[src/logic/smtw_pkg.sv]
// constants shared by the turnaround, external wait and byte lane logic
package smtw_pkg;
   localparam int          BANKS       = 8;
   localparam int          BANK_W      = 3;
   localparam int          TURN_W      = 4;
   localparam int          WS_W        = 5;
   localparam int          BEATS_W     = 2;
   localparam logic [1:0]  SIZE_BYTE   = 2'h0;
   localparam logic [1:0]  SIZE_HALF   = 2'h1;
   localparam logic [1:0]  SIZE_WORD   = 2'h2;
   localparam logic [1:0]  BEATS8_WORD = 2'h3;
   localparam logic [1:0]  BEATS8_HALF = 2'h1;
   localparam logic [1:0]  BEATS16_WORD = 2'h1;
   localparam logic [1:0]  BEATS_ONE   = 2'h0;
   localparam logic [1:0]  BEAT_ONE    = 2'h1;
   localparam logic [1:0]  ADDR_WORD8  = 2'h3;
   localparam logic [1:0]  ADDR_WORD16 = 2'h2;
   localparam logic [1:0]  ADDR_STEP8  = 2'h1;
   localparam logic [1:0]  ADDR_STEP16 = 2'h2;
   localparam logic [1:0]  ADDR_RST    = 2'h0;
   localparam logic [1:0]  LANES_BOTH  = 2'h0;
   localparam logic [1:0]  LANES_NONE  = 2'h3;
   localparam logic [1:0]  LANES_LOW   = 2'h2;
   localparam logic [1:0]  LANES_HIGH  = 2'h1;
   localparam logic [7:0]  CS_NONE     = 8'hff;
   localparam logic [7:0]  CS_ONE      = 8'h01;
   localparam logic [4:0]  CNT_ZERO    = 5'h00;
   localparam logic [4:0]  CNT_ONE     = 5'h01;
   localparam logic [31:0] DATA_RST    = 32'h0000_0000;
   localparam logic [15:0] EXT_RST     = 16'h0000;
   localparam logic [7:0]  FLAGS_RST   = 8'h00;
   localparam logic [2:0]  BANK_RST    = 3'h0;
   localparam logic        POL_HIGH    = 1'b1;
   typedef enum logic [2:0] {ST_IDLE, ST_TURN, ST_ACCESS, ST_WAIT_HOLD, ST_WRITE_END} smtw_state_t;
endpackage

[src/logic/smtw_wait_if.sv]
// external wait pin path between the controller and its synchroniser
`timescale 1ns/10ps
interface smtw_wait_if;
   logic pin;
   logic polarity;
   logic level;
   logic asserted;
   modport sync (input pin, input polarity, output level, output asserted);
   modport ctrl (output pin, output polarity, input level, input asserted);
endinterface

[src/logic/smtw_wait_sync.sv]
// two-flop synchroniser for the external wait pin with polarity applied after it
`timescale 1ns/10ps
module smtw_wait_sync (
   input wire logic clk,
   input wire logic rst,
   input wire logic ce,
   smtw_wait_if.sync wif
);
   logic meta_ff;
   logic level_ff;

   // the first stage feeds only the second stage
   always_ff @(posedge clk) begin
      if (rst) begin
         meta_ff  <= 1'b0;
         level_ff <= 1'b0;
      end else if (ce) begin
         meta_ff  <= wif.pin;
         level_ff <= meta_ff;
      end
   end

   assign wif.level    = level_ff;
   // polarity after the synchroniser so a polarity change never races the pin
   assign wif.asserted = (wif.polarity == smtw_pkg::POL_HIGH) ? level_ff : ~level_ff;
endmodule

[src/logic/smtw_ctrl.sv]
// static memory turnaround, external wait and byte lane control
// Summary of operation
// - flash writes sequenced exactly like sram writes
// - per-bank turnaround setting up to fifteen
// - turnaround after read before other-bank read or write
// - read then write: write posted, read stalls
// - write then read: read waits for write
// - turnaround starts at first write; second write stalls
// - per-bank wait enable and wait polarity
// - wait pin synchronised, two cycles delay
// - stall while synchronised wait asserted
// - wait disabled: pin ignored, counts only
// - no wait seen before count expiry: zero-wait
// - aborted waited transfer: error and timeout flag
// - wait still asserted: new requests get error
// - wait pin state output shows pin level
// - waited write ends one cycle after read
// - waited writes stall the system side
// - 8 or 16 bit banks, true byte lanes
// - lane assert set: both lanes low on reads
// - size 00 byte, 01 half, 10 word
// - 8-bit reads split, descending lane steering
// - 16-bit reads by halves, lanes both low only with lane assert set
// - turnaround lasts setting plus one cycles
`timescale 1ns/10ps
module smtw_ctrl (
   input  wire logic                                                   clk,
   input  wire logic                                                   rst,
   input  wire logic                                                   ce,
   input  wire logic                                                   req_valid,
   input  wire logic                                                   req_write,
   input  wire logic [smtw_pkg::BANK_W-1:0]                            req_bank,
   input  wire logic [1:0]                                             req_size,
   input  wire logic [1:0]                                             req_addr,
   input  wire logic [31:0]                                            req_wdata,
   input  wire logic                                                   req_abort,
   input  wire logic [smtw_pkg::BANKS-1:0][smtw_pkg::TURN_W-1:0]       turnaround_cycles,
   input  wire logic [smtw_pkg::BANKS-1:0][smtw_pkg::WS_W-1:0]         read_wait_states,
   input  wire logic [smtw_pkg::BANKS-1:0][smtw_pkg::WS_W-1:0]         write_wait_states,
   input  wire logic [smtw_pkg::BANKS-1:0]                             ext_wait_enable,
   input  wire logic [smtw_pkg::BANKS-1:0]                             ext_wait_polarity,
   input  wire logic [smtw_pkg::BANKS-1:0]                             read_byte_lane_assert,
   input  wire logic [smtw_pkg::BANKS-1:0]                             bank_wide,
   input  wire logic [smtw_pkg::BANKS-1:0]                             timeout_clear,
   input  wire logic                                                   ext_wait_in,
   input  wire logic [15:0]                                            ext_rdata,
   output logic                                                        done,
   output logic                                                        resp_error,
   output logic [31:0]                                                 rdata,
   output logic [smtw_pkg::BANKS-1:0]                                  cs_n,
   output logic                                                        we_n,
   output logic                                                        oe_n,
   output logic [1:0]                                                  ext_addr,
   output logic                                                        byte_lane0_n,
   output logic                                                        byte_lane1_n,
   output logic [15:0]                                                 ext_wdata,
   output logic                                                        ext_data_oe_n,
   output logic [smtw_pkg::BANKS-1:0]                                  wait_timeout_error,
   output logic                                                        wait_pin_state
);
   smtw_pkg::smtw_state_t state_ff, nxt_state;
   logic [4:0]  cnt_ff, nxt_cnt;
   logic [1:0]  beat_addr_ff, nxt_beat_addr;
   logic [1:0]  beats_left_ff, nxt_beats_left;
   logic [2:0]  cur_bank_ff, nxt_cur_bank, last_bank_ff, nxt_last_bank;
   logic        cur_write_ff, nxt_cur_write, cur_wide_ff, nxt_cur_wide, cur_addr0_ff, nxt_cur_addr0;
   logic [1:0]  cur_size_ff, nxt_cur_size;
   logic        posted_ff, nxt_posted, last_read_ff, nxt_last_read;
   logic [31:0] wdata_ff, nxt_wdata, rdata_ff, nxt_rdata;
   logic        done_ff, nxt_done, err_ff, nxt_err;
   logic [7:0]  cs_n_ff, nxt_cs_n, timeout_ff, nxt_timeout, timeout_set;
   logic        we_n_ff, nxt_we_n, oe_n_ff, nxt_oe_n, data_oe_n_ff, nxt_data_oe_n;
   logic [1:0]  ext_addr_ff, nxt_ext_addr, lanes_n_ff, nxt_lanes_n;
   logic [15:0] ext_wdata_ff, nxt_ext_wdata;
   logic        launch, beat_done, finish;
   logic [1:0]  l_addr;
   logic [4:0]  turn_len_ff;

   smtw_wait_if wif ();
   smtw_wait_sync u_sync (
      .clk (clk),
      .rst (rst),
      .ce  (ce),
      .wif (wif.sync)
   );
   assign wif.pin      = ext_wait_in;
   assign wif.polarity = ext_wait_polarity[cur_bank_ff];

   // decoding of the incoming request
   wire        in_idle   = (state_ff == smtw_pkg::ST_IDLE);
   wire        take      = ce & req_valid & ~done_ff & in_idle;
   wire        req_wide  = bank_wide[req_bank];
   wire        busy_wait = wif.asserted & ext_wait_enable[cur_bank_ff];
   wire        wait_hit  = wif.asserted & ext_wait_enable[cur_bank_ff];
   wire [3:0]  turnaround_cycles_last = turnaround_cycles[last_bank_ff];
   // a write after a read always turns the bus; a read only when the bank changes
   wire        need_turn = last_read_ff & (req_write | (req_bank != last_bank_ff));
   wire [1:0]  req_beats = req_wide ? ((req_size == smtw_pkg::SIZE_WORD) ? smtw_pkg::BEATS16_WORD
                                                                        : smtw_pkg::BEATS_ONE)
                         : ((req_size == smtw_pkg::SIZE_WORD) ? smtw_pkg::BEATS8_WORD
                         : (req_size == smtw_pkg::SIZE_HALF) ? smtw_pkg::BEATS8_HALF
                                                             : smtw_pkg::BEATS_ONE);
   wire [1:0]  start8    = (req_size == smtw_pkg::SIZE_WORD) ? smtw_pkg::ADDR_WORD8
                         : (req_size == smtw_pkg::SIZE_HALF) ? {req_addr[1], 1'b1} : req_addr;
   wire [1:0]  start16   = (req_size == smtw_pkg::SIZE_WORD) ? smtw_pkg::ADDR_WORD16
                                                             : {req_addr[1], 1'b0};
   wire [1:0]  req_start = req_wide ? start16 : start8;

   // beat launch fields come from the request in idle, else from the latched copy
   wire [2:0]  l_bank  = in_idle ? req_bank : cur_bank_ff;
   wire        l_write = in_idle ? req_write : cur_write_ff;
   wire        l_wide  = in_idle ? req_wide : cur_wide_ff;
   wire        l_addr0 = in_idle ? req_addr[0] : cur_addr0_ff;
   wire [1:0]  l_size  = in_idle ? req_size : cur_size_ff;
   wire [31:0] l_wdata = in_idle ? req_wdata : wdata_ff;
   wire [1:0]  wr_lanes = ~l_wide ? smtw_pkg::LANES_LOW
                        : (l_size != smtw_pkg::SIZE_BYTE) ? smtw_pkg::LANES_BOTH
                        : l_addr0 ? smtw_pkg::LANES_HIGH : smtw_pkg::LANES_LOW;
   // 8-bit banks keep lane assert clear, so their reads leave both lanes high
   wire [1:0]  rd_lanes = read_byte_lane_assert[l_bank] ? smtw_pkg::LANES_BOTH
                                                        : smtw_pkg::LANES_NONE;
   wire [15:0] wr_ext   = l_wide ? (l_addr[1] ? l_wdata[31:16] : l_wdata[15:0])
                                 : {8'h00, l_wdata[{l_addr, 3'h0} +: 8]};
   wire [1:0]  step_addr = beat_addr_ff - (cur_wide_ff ? smtw_pkg::ADDR_STEP16 : smtw_pkg::ADDR_STEP8);
   wire        more_beats = (beats_left_ff != smtw_pkg::BEATS_ONE);

   always_comb begin
      nxt_state = state_ff;         nxt_cnt = cnt_ff;             nxt_beat_addr = beat_addr_ff;
      nxt_beats_left = beats_left_ff; nxt_cur_bank = cur_bank_ff; nxt_last_bank = last_bank_ff;
      nxt_cur_write = cur_write_ff; nxt_cur_wide = cur_wide_ff;   nxt_cur_addr0 = cur_addr0_ff;
      nxt_cur_size = cur_size_ff;   nxt_posted = posted_ff;       nxt_last_read = last_read_ff;
      nxt_wdata = wdata_ff;         nxt_rdata = rdata_ff;         nxt_done = 1'b0;
      nxt_err = 1'b0;               nxt_cs_n = cs_n_ff;           nxt_we_n = we_n_ff;
      nxt_oe_n = oe_n_ff;           nxt_data_oe_n = data_oe_n_ff; nxt_ext_addr = ext_addr_ff;
      nxt_lanes_n = lanes_n_ff;     nxt_ext_wdata = ext_wdata_ff; timeout_set = smtw_pkg::FLAGS_RST;
      launch = 1'b0;                beat_done = 1'b0;             finish = 1'b0;
      l_addr = beat_addr_ff;
      case (state_ff)
         smtw_pkg::ST_IDLE: begin
            if (take && busy_wait) begin
               nxt_done = 1'b1;
               nxt_err  = 1'b1;
            end else if (take) begin
               nxt_cur_bank   = req_bank;
               nxt_cur_write  = req_write;
               nxt_cur_wide   = req_wide;
               nxt_cur_addr0  = req_addr[0];
               nxt_cur_size   = req_size;
               nxt_wdata      = req_wdata;
               nxt_rdata      = smtw_pkg::DATA_RST;
               nxt_beats_left = req_beats;
               nxt_beat_addr  = req_start;
               l_addr         = req_start;
               // plain writes are acknowledged at once; waited writes stall the system side
               nxt_posted = req_write & ~ext_wait_enable[req_bank];
               nxt_done   = req_write & ~ext_wait_enable[req_bank];
               if (need_turn) begin
                  nxt_state = smtw_pkg::ST_TURN;
                  nxt_cnt   = {1'b0, turnaround_cycles_last};
               end else begin
                  launch = 1'b1;
               end
            end
         end
         smtw_pkg::ST_TURN: begin
            if (cnt_ff == smtw_pkg::CNT_ZERO) begin
               launch = 1'b1;
            end else begin
               nxt_cnt = cnt_ff - smtw_pkg::CNT_ONE;
            end
         end
         smtw_pkg::ST_ACCESS: begin
            if (wait_hit) begin
               nxt_state = smtw_pkg::ST_WAIT_HOLD;
            end else if (cnt_ff == smtw_pkg::CNT_ZERO) begin
               beat_done = 1'b1;
            end else begin
               nxt_cnt = cnt_ff - smtw_pkg::CNT_ONE;
            end
         end
         smtw_pkg::ST_WAIT_HOLD: begin
            if (req_abort) begin
               finish      = 1'b1;
               nxt_err     = 1'b1;
               nxt_done    = 1'b1;
               timeout_set = smtw_pkg::CS_ONE << cur_bank_ff;
            end else if (!wif.asserted) begin
               beat_done = 1'b1;
            end
         end
         smtw_pkg::ST_WRITE_END: begin
            if (more_beats) begin
               launch = 1'b1;
               l_addr = step_addr;
            end else begin
               finish = 1'b1;
            end
         end
         default: begin
            nxt_state = smtw_pkg::ST_IDLE;
         end
      endcase
      if (beat_done && cur_write_ff) begin
         // write enable rises a cycle ahead of chip select
         nxt_state = smtw_pkg::ST_WRITE_END;
         nxt_we_n  = 1'b1;
      end else if (beat_done) begin
         if (cur_wide_ff && ext_addr_ff[1]) begin
            nxt_rdata[31:16] = ext_rdata;
         end else if (cur_wide_ff) begin
            nxt_rdata[15:0] = ext_rdata;
         end else begin
            nxt_rdata[{ext_addr_ff, 3'h0} +: 8] = ext_rdata[7:0];
         end
         if (more_beats) begin
            launch = 1'b1;
            l_addr = step_addr;
         end else begin
            finish = 1'b1;
         end
      end
      if (launch) begin
         nxt_state     = smtw_pkg::ST_ACCESS;
         nxt_cs_n      = ~(smtw_pkg::CS_ONE << l_bank);
         nxt_oe_n      = l_write;
         nxt_we_n      = ~l_write;
         nxt_data_oe_n = ~l_write;
         nxt_ext_addr  = l_addr;
         nxt_beat_addr = l_addr;
         nxt_lanes_n   = l_write ? wr_lanes : rd_lanes;
         nxt_ext_wdata = wr_ext;
         nxt_cnt       = l_write ? write_wait_states[l_bank] : read_wait_states[l_bank];
         if (!in_idle && state_ff != smtw_pkg::ST_TURN) begin
            nxt_beats_left = beats_left_ff - smtw_pkg::BEAT_ONE;
         end
      end
      if (finish) begin
         nxt_state     = smtw_pkg::ST_IDLE;
         nxt_cs_n      = smtw_pkg::CS_NONE;
         nxt_oe_n      = 1'b1;
         nxt_we_n      = 1'b1;
         nxt_data_oe_n = 1'b1;
         nxt_lanes_n   = smtw_pkg::LANES_NONE;
         nxt_last_read = ~cur_write_ff;
         nxt_last_bank = cur_bank_ff;
         nxt_done      = nxt_done | ~posted_ff;
      end
      // a timeout that lands in the clearing cycle survives
      nxt_timeout = (timeout_ff & ~timeout_clear) | timeout_set;
   end

   always_ff @(posedge clk) begin
      if (rst) begin
         state_ff <= smtw_pkg::ST_IDLE;  cnt_ff <= smtw_pkg::CNT_ZERO;   beat_addr_ff <= smtw_pkg::ADDR_RST;
         beats_left_ff <= smtw_pkg::BEATS_ONE; cur_bank_ff <= smtw_pkg::BANK_RST;
         last_bank_ff <= smtw_pkg::BANK_RST; cur_write_ff <= 1'b0; cur_wide_ff <= 1'b0; cur_addr0_ff <= 1'b0;
         cur_size_ff <= smtw_pkg::SIZE_BYTE; posted_ff <= 1'b0; last_read_ff <= 1'b0;
         wdata_ff <= smtw_pkg::DATA_RST; rdata_ff <= smtw_pkg::DATA_RST; done_ff <= 1'b0; err_ff <= 1'b0;
         cs_n_ff <= smtw_pkg::CS_NONE; we_n_ff <= 1'b1; oe_n_ff <= 1'b1; data_oe_n_ff <= 1'b1;
         ext_addr_ff <= smtw_pkg::ADDR_RST; lanes_n_ff <= smtw_pkg::LANES_NONE;
         ext_wdata_ff <= smtw_pkg::EXT_RST; timeout_ff <= smtw_pkg::FLAGS_RST;
      end else if (ce) begin
         state_ff <= nxt_state;          cnt_ff <= nxt_cnt;              beat_addr_ff <= nxt_beat_addr;
         beats_left_ff <= nxt_beats_left; cur_bank_ff <= nxt_cur_bank;   last_bank_ff <= nxt_last_bank;
         cur_write_ff <= nxt_cur_write;  cur_wide_ff <= nxt_cur_wide;    cur_addr0_ff <= nxt_cur_addr0;
         cur_size_ff <= nxt_cur_size;    posted_ff <= nxt_posted;        last_read_ff <= nxt_last_read;
         wdata_ff <= nxt_wdata;          rdata_ff <= nxt_rdata;          done_ff <= nxt_done;
         err_ff <= nxt_err;              cs_n_ff <= nxt_cs_n;            we_n_ff <= nxt_we_n;
         oe_n_ff <= nxt_oe_n;            data_oe_n_ff <= nxt_data_oe_n;  ext_addr_ff <= nxt_ext_addr;
         lanes_n_ff <= nxt_lanes_n;      ext_wdata_ff <= nxt_ext_wdata;  timeout_ff <= nxt_timeout;
      end
   end

   assign done               = done_ff;
   assign resp_error         = err_ff;
   assign rdata              = rdata_ff;
   assign cs_n               = cs_n_ff;
   assign we_n               = we_n_ff;
   assign oe_n               = oe_n_ff;
   assign ext_addr           = ext_addr_ff;
   assign byte_lane0_n       = lanes_n_ff[0];
   assign byte_lane1_n       = lanes_n_ff[1];
   assign ext_wdata          = ext_wdata_ff;
   assign ext_data_oe_n      = data_oe_n_ff;
   assign wait_timeout_error = timeout_ff;
   assign wait_pin_state     = wif.level;

   // cycles spent in turnaround, read only by the checks below
   always_ff @(posedge clk) begin
      if (rst || state_ff != smtw_pkg::ST_TURN) begin
         turn_len_ff <= smtw_pkg::CNT_ZERO;
      end else if (ce) begin
         turn_len_ff <= turn_len_ff + smtw_pkg::CNT_ONE;
      end
   end
endmodule

[config.mk]
export PLATFORM = sky130hd
export DESIGN_NAME = smtw_ctrl
export DESIGN_NICKNAME = d
export VERILOG_FILES = /design/src/logic/smtw_pkg.sv /design/src/logic/smtw_wait_if.sv /design/src/logic/smtw_wait_sync.sv /design/src/logic/smtw_ctrl.sv
export SDC_FILE = /design/constraint.sdc
export NUM_CORES = 1
export LEC_CHECK = 0
export BUFFER_PORTS_ARGS = -buffer_cell sky130_fd_sc_hd__buf_4
export CAP_MARGIN = 30
export CELL_PAD_IN_SITES_DETAIL_PLACEMENT = 1
export CELL_PAD_IN_SITES_GLOBAL_PLACEMENT = 2
export CORE_MARGIN = 3
export CORE_UTILIZATION = 31
export CTS_BUF_LIST = sky130_fd_sc_hd__clkbuf_8
export CTS_CLUSTER_DIAMETER = 200
export DETAILED_ROUTE_END_ITERATION = 8
export PLACE_DENSITY_LB_ADDON = 0.08
export SKIP_CTS_REPAIR_TIMING = 1
export SYNTH_ARGS = -nofsm -noshare
export SYNTH_HDL_FRONTEND = slang
export SYNTH_SLANG_ARGS = --single-unit
[constraint.sdc]
create_clock -name clk -period 8 [get_ports clk]
set_input_delay 0.4 -clock clk [delete_from_list [all_inputs] [get_ports clk]]
set_output_delay 0.4 -clock clk [all_outputs]
set_load 0.1 [all_outputs]
==> results_dict.tcl <==
set metrics [dict create \
    core-area_um2 25500 \
    synth_area_leaders "dfxtp_1 32%, mux4_2 9.9%, nand2_1 8.0%" \
    tns_ns 0 \
    critPathLaunchType "flip-flop" \
    portBuffers 287 \
    critical_path.top_delay_family "multiplexers" \
    cpMostUsedCell "nor2_1" \
    io_pins 288 \
    pwr-share-comb_pct 49.0 \
    drt_iter0_drc 389 \
    tightest_slew_ns 1.03 \
    switching_power_w 0.00131 \
    synthesis.area_um2 8180 \
    yosysTopAreaCellShare_pct 32.3 \
    synth_compound_area_share_pct 24.4 \
    clkSinkCount 132 \
    timing.critical_path.buf_inv 1 \
    cpPeakStageDelay_ns 0.73 \
    synth_fa_ha_area_share_pct 1.68 \
    n_antenna_cell 0 \
    drive_above_1_share_pct 31.4 \
    die_h_um 168 \
    cp.arrival_ns 4.40 \
    synth_cell_types 77 \
    power_switching_share_pct 44.9 \
    place_area_um2 10500 \
    fin_area_um2 11000 \
    whs_ns 0.202 \
    fin_nets 1474 \
    slew_viol_final 0 \
    async_flop_share_pct 0 \
    routed_wl_um 32500 \
    htreeDepth 4 \
    start_util_pct 32.0 \
    syn_inst 1012 \
    clockPowerShare_pct 23.5 \
    path_class "flip-flop to flip-flop" \
    cell_internal_pwr_w 0.00161 \
    slowest_stage "dfxtp_1" \
    clk_latency_ns 0.45 \
    hpwlAfterDp_um 24000 \
    routedWlPerCell_um 20.4 \
    synthFlopType "dfxtp_1" \
    clock_path_buffers 2 \
    dieArea_um2 28400 \
    synth_edf_count 0 \
    cts_tree "yes" \
    synth_xor_xnor_area_share_pct 1.41 \
    grt_max_degree 89 \
    setup_viol 0 \
    synth_top_family_by_area "compound AO/OA/AOI/OAI gates" \
    via_per_inst 5.44 \
    die_w_um 168 \
    row_count 58 \
    first_pass_iters 4 \
    antenna_left 0 \
    post-route-drc-count 0 \
    overflow 0 \
    cp_max_fo 38 \
    cts_buffers 17 \
    cts-root-buf "clkbuf_8" \
    grt_pass1_vias 8804 \
    synth_mux_area_share_pct 13.3 \
    clk_pin_slew_worst_paths_ns 0.08 \
    ys_ff_latch 132 \
    fin_crit_sh_pct 51.4 \
    final.min_clock_period_ns 4.11 \
    max_cap_violations 0 \
    synth-simple-area-share_pct 22.0 \
    grt_util_all_layers_pct 22.3 \
    dp_slack_ns 3.92 \
    skew_ns 0.0137 \
    p_leak_nw 4.35 \
    yosys_warnings 0 \
    finalHoldViolCount 0 \
    rsz0062_at_grt "no" \
    vias 8655 \
    fmax_ghz 0.243 \
    powerDensity_nw_per_um2 266 \
    syn_to_final_growth_pct 34.3 \
    grt_pass1_wl_um 50300 \
    gp_congestion 0.815 \
    hp-class "primary input to flip-flop" \
    worst_slack_ns 3.89 \
    synth_area_per_cell_um2 8.08 \
    status "finished, final reports clean" \
    end_kind "flip-flop" \
    seqPwrFrac_pct 27.5 \
    grt_antenna_before_repair 0 \
    yosysTopAreaCell "dfxtp_1" \
    irDropWorstVdd_v 0.000166 \
    crit_required_ns 8.29 \
    cp_cell_sequence "mux4_2 > mux2i_4 > xnor2_1 > nor2_1 > nor2_4 > buf_4 > o21ai_1 > a22oi_1 > nor2_1" \
    relSlewSlack_pct 31.7 \
    ys_seq_area_share_pct 32.3 \
    synth_nets 1237 \
]
[cell type report]
class	count	area, µm²
multi-input cells	782	5160
repair buffers	297	2230
flip-flops and latches	132	2640
fillers	3094	14600
clock buffers	17	234
well taps	330	413
clock inverters	13	233
inverters	19	71.3
[cells by family after synthesis]
group | Yosys count
AOI/OAI and AO/OA | 303
xor gates and xnor gates | 11
adders and majority gates | 11
buffers and inverters | 98
DFF | 132
muxes | 60
and+or+nand+nor | 397
[worst paths after layout]
| kind | from | end | slack (ns) | depth (start not counted) |
|---|---|---|---|---|
| setup / recovery | cur_bank_ff[1] | rdata[23] | 3.89 | 9 |
| hold / removal | req_wdata[1] | wdata_ff[1] | 0.20 | 3 |
| setup reg to reg | cur_bank_ff[1] | rdata[23] | 3.89 | 9 |
| hold reg to reg | wdata_ff[1] | wdata_ff[1] | 0.46 | 2 |
[cell usage after synthesis (all sizes together) (16+ instances only)]
cell type,count
a21oi,107
nand3,28
mux2i,16
a211oi,23
nor2,96
nor3,29
buf,26
clkbuf,53
nand2,174
a22oi,29
o21ai,57
inv,19
dfxtp,132
mux4,36
[worst min-delay path: stages]
cell and delay (ns):
buf_4 0.12, nand2_1 0.05, a21oi_1 0.05
[cell usage in the layout, fill, tap and decap left out, types with 27 or more instances in the layout]
cell	instances
a21oi_1	104
mux4_2	36
nand2_1	174
dfxtp_1	132
nor2_1	95
o21ai_0	48
nand3_1	27
buf_4	297
nor3_1	27
a22oi_1	29
[state kept, by name, summed over array words and instances (netlist names), 2 cells and up]
signal,cells
rdata,32
wdata_ff,32
ext_wdata,16
cs_n,8
wait_timeout_error,8
cnt_ff,5
cur_bank_ff,3
last_bank_ff,3
state_ff,3
beat_addr_ff,2
beats_left_ff,2
cur_size_ff,2
ext_addr,2
lanes_n_ff,2
[metrics by stage]
step | utilization (%) | instances | total power, W
after floorplan | - | 1012 | 0.00183
after global placement | 41.2 | 1560 | 0.00224
after detailed placement | 41.2 | 1560 | 0.00225
after CTS | 43.0 | 1590 | 0.00295
after global routing | 43.0 | 1590 | 0.00310
final | 43.0 | 1590 | 0.00292
[per-layer routing]
metal / up-vias / track usage (%) / share of wire [%]
li1: 4184 / - / -
met1: 4282 / 30.8 / 48
met2: 168 / 37.1 / 48
met3: 21 / 3.52 / 3.8
met4: 0 / 3.98 / 0.89
met5: - / 0 / 0
[power groups by stage]
| stage | Sequential [W] | Clock [W] | Combinational (W) |
|---|---|---|---|
| final | 0.000805 | 0.000686 | 0.00143 |
| after global placement | 0.000819 | 0 | 0.00142 |
| after CTS | 0.000805 | 0.000703 | 0.00144 |
| after detailed placement | 0.000820 | 0 | 0.00143 |
| after global routing | 0.000817 | 0.000732 | 0.00155 |
| after floorplan | 0.00104 | 0 | 0.000797 |
Power figures use the tool's default switching activity.
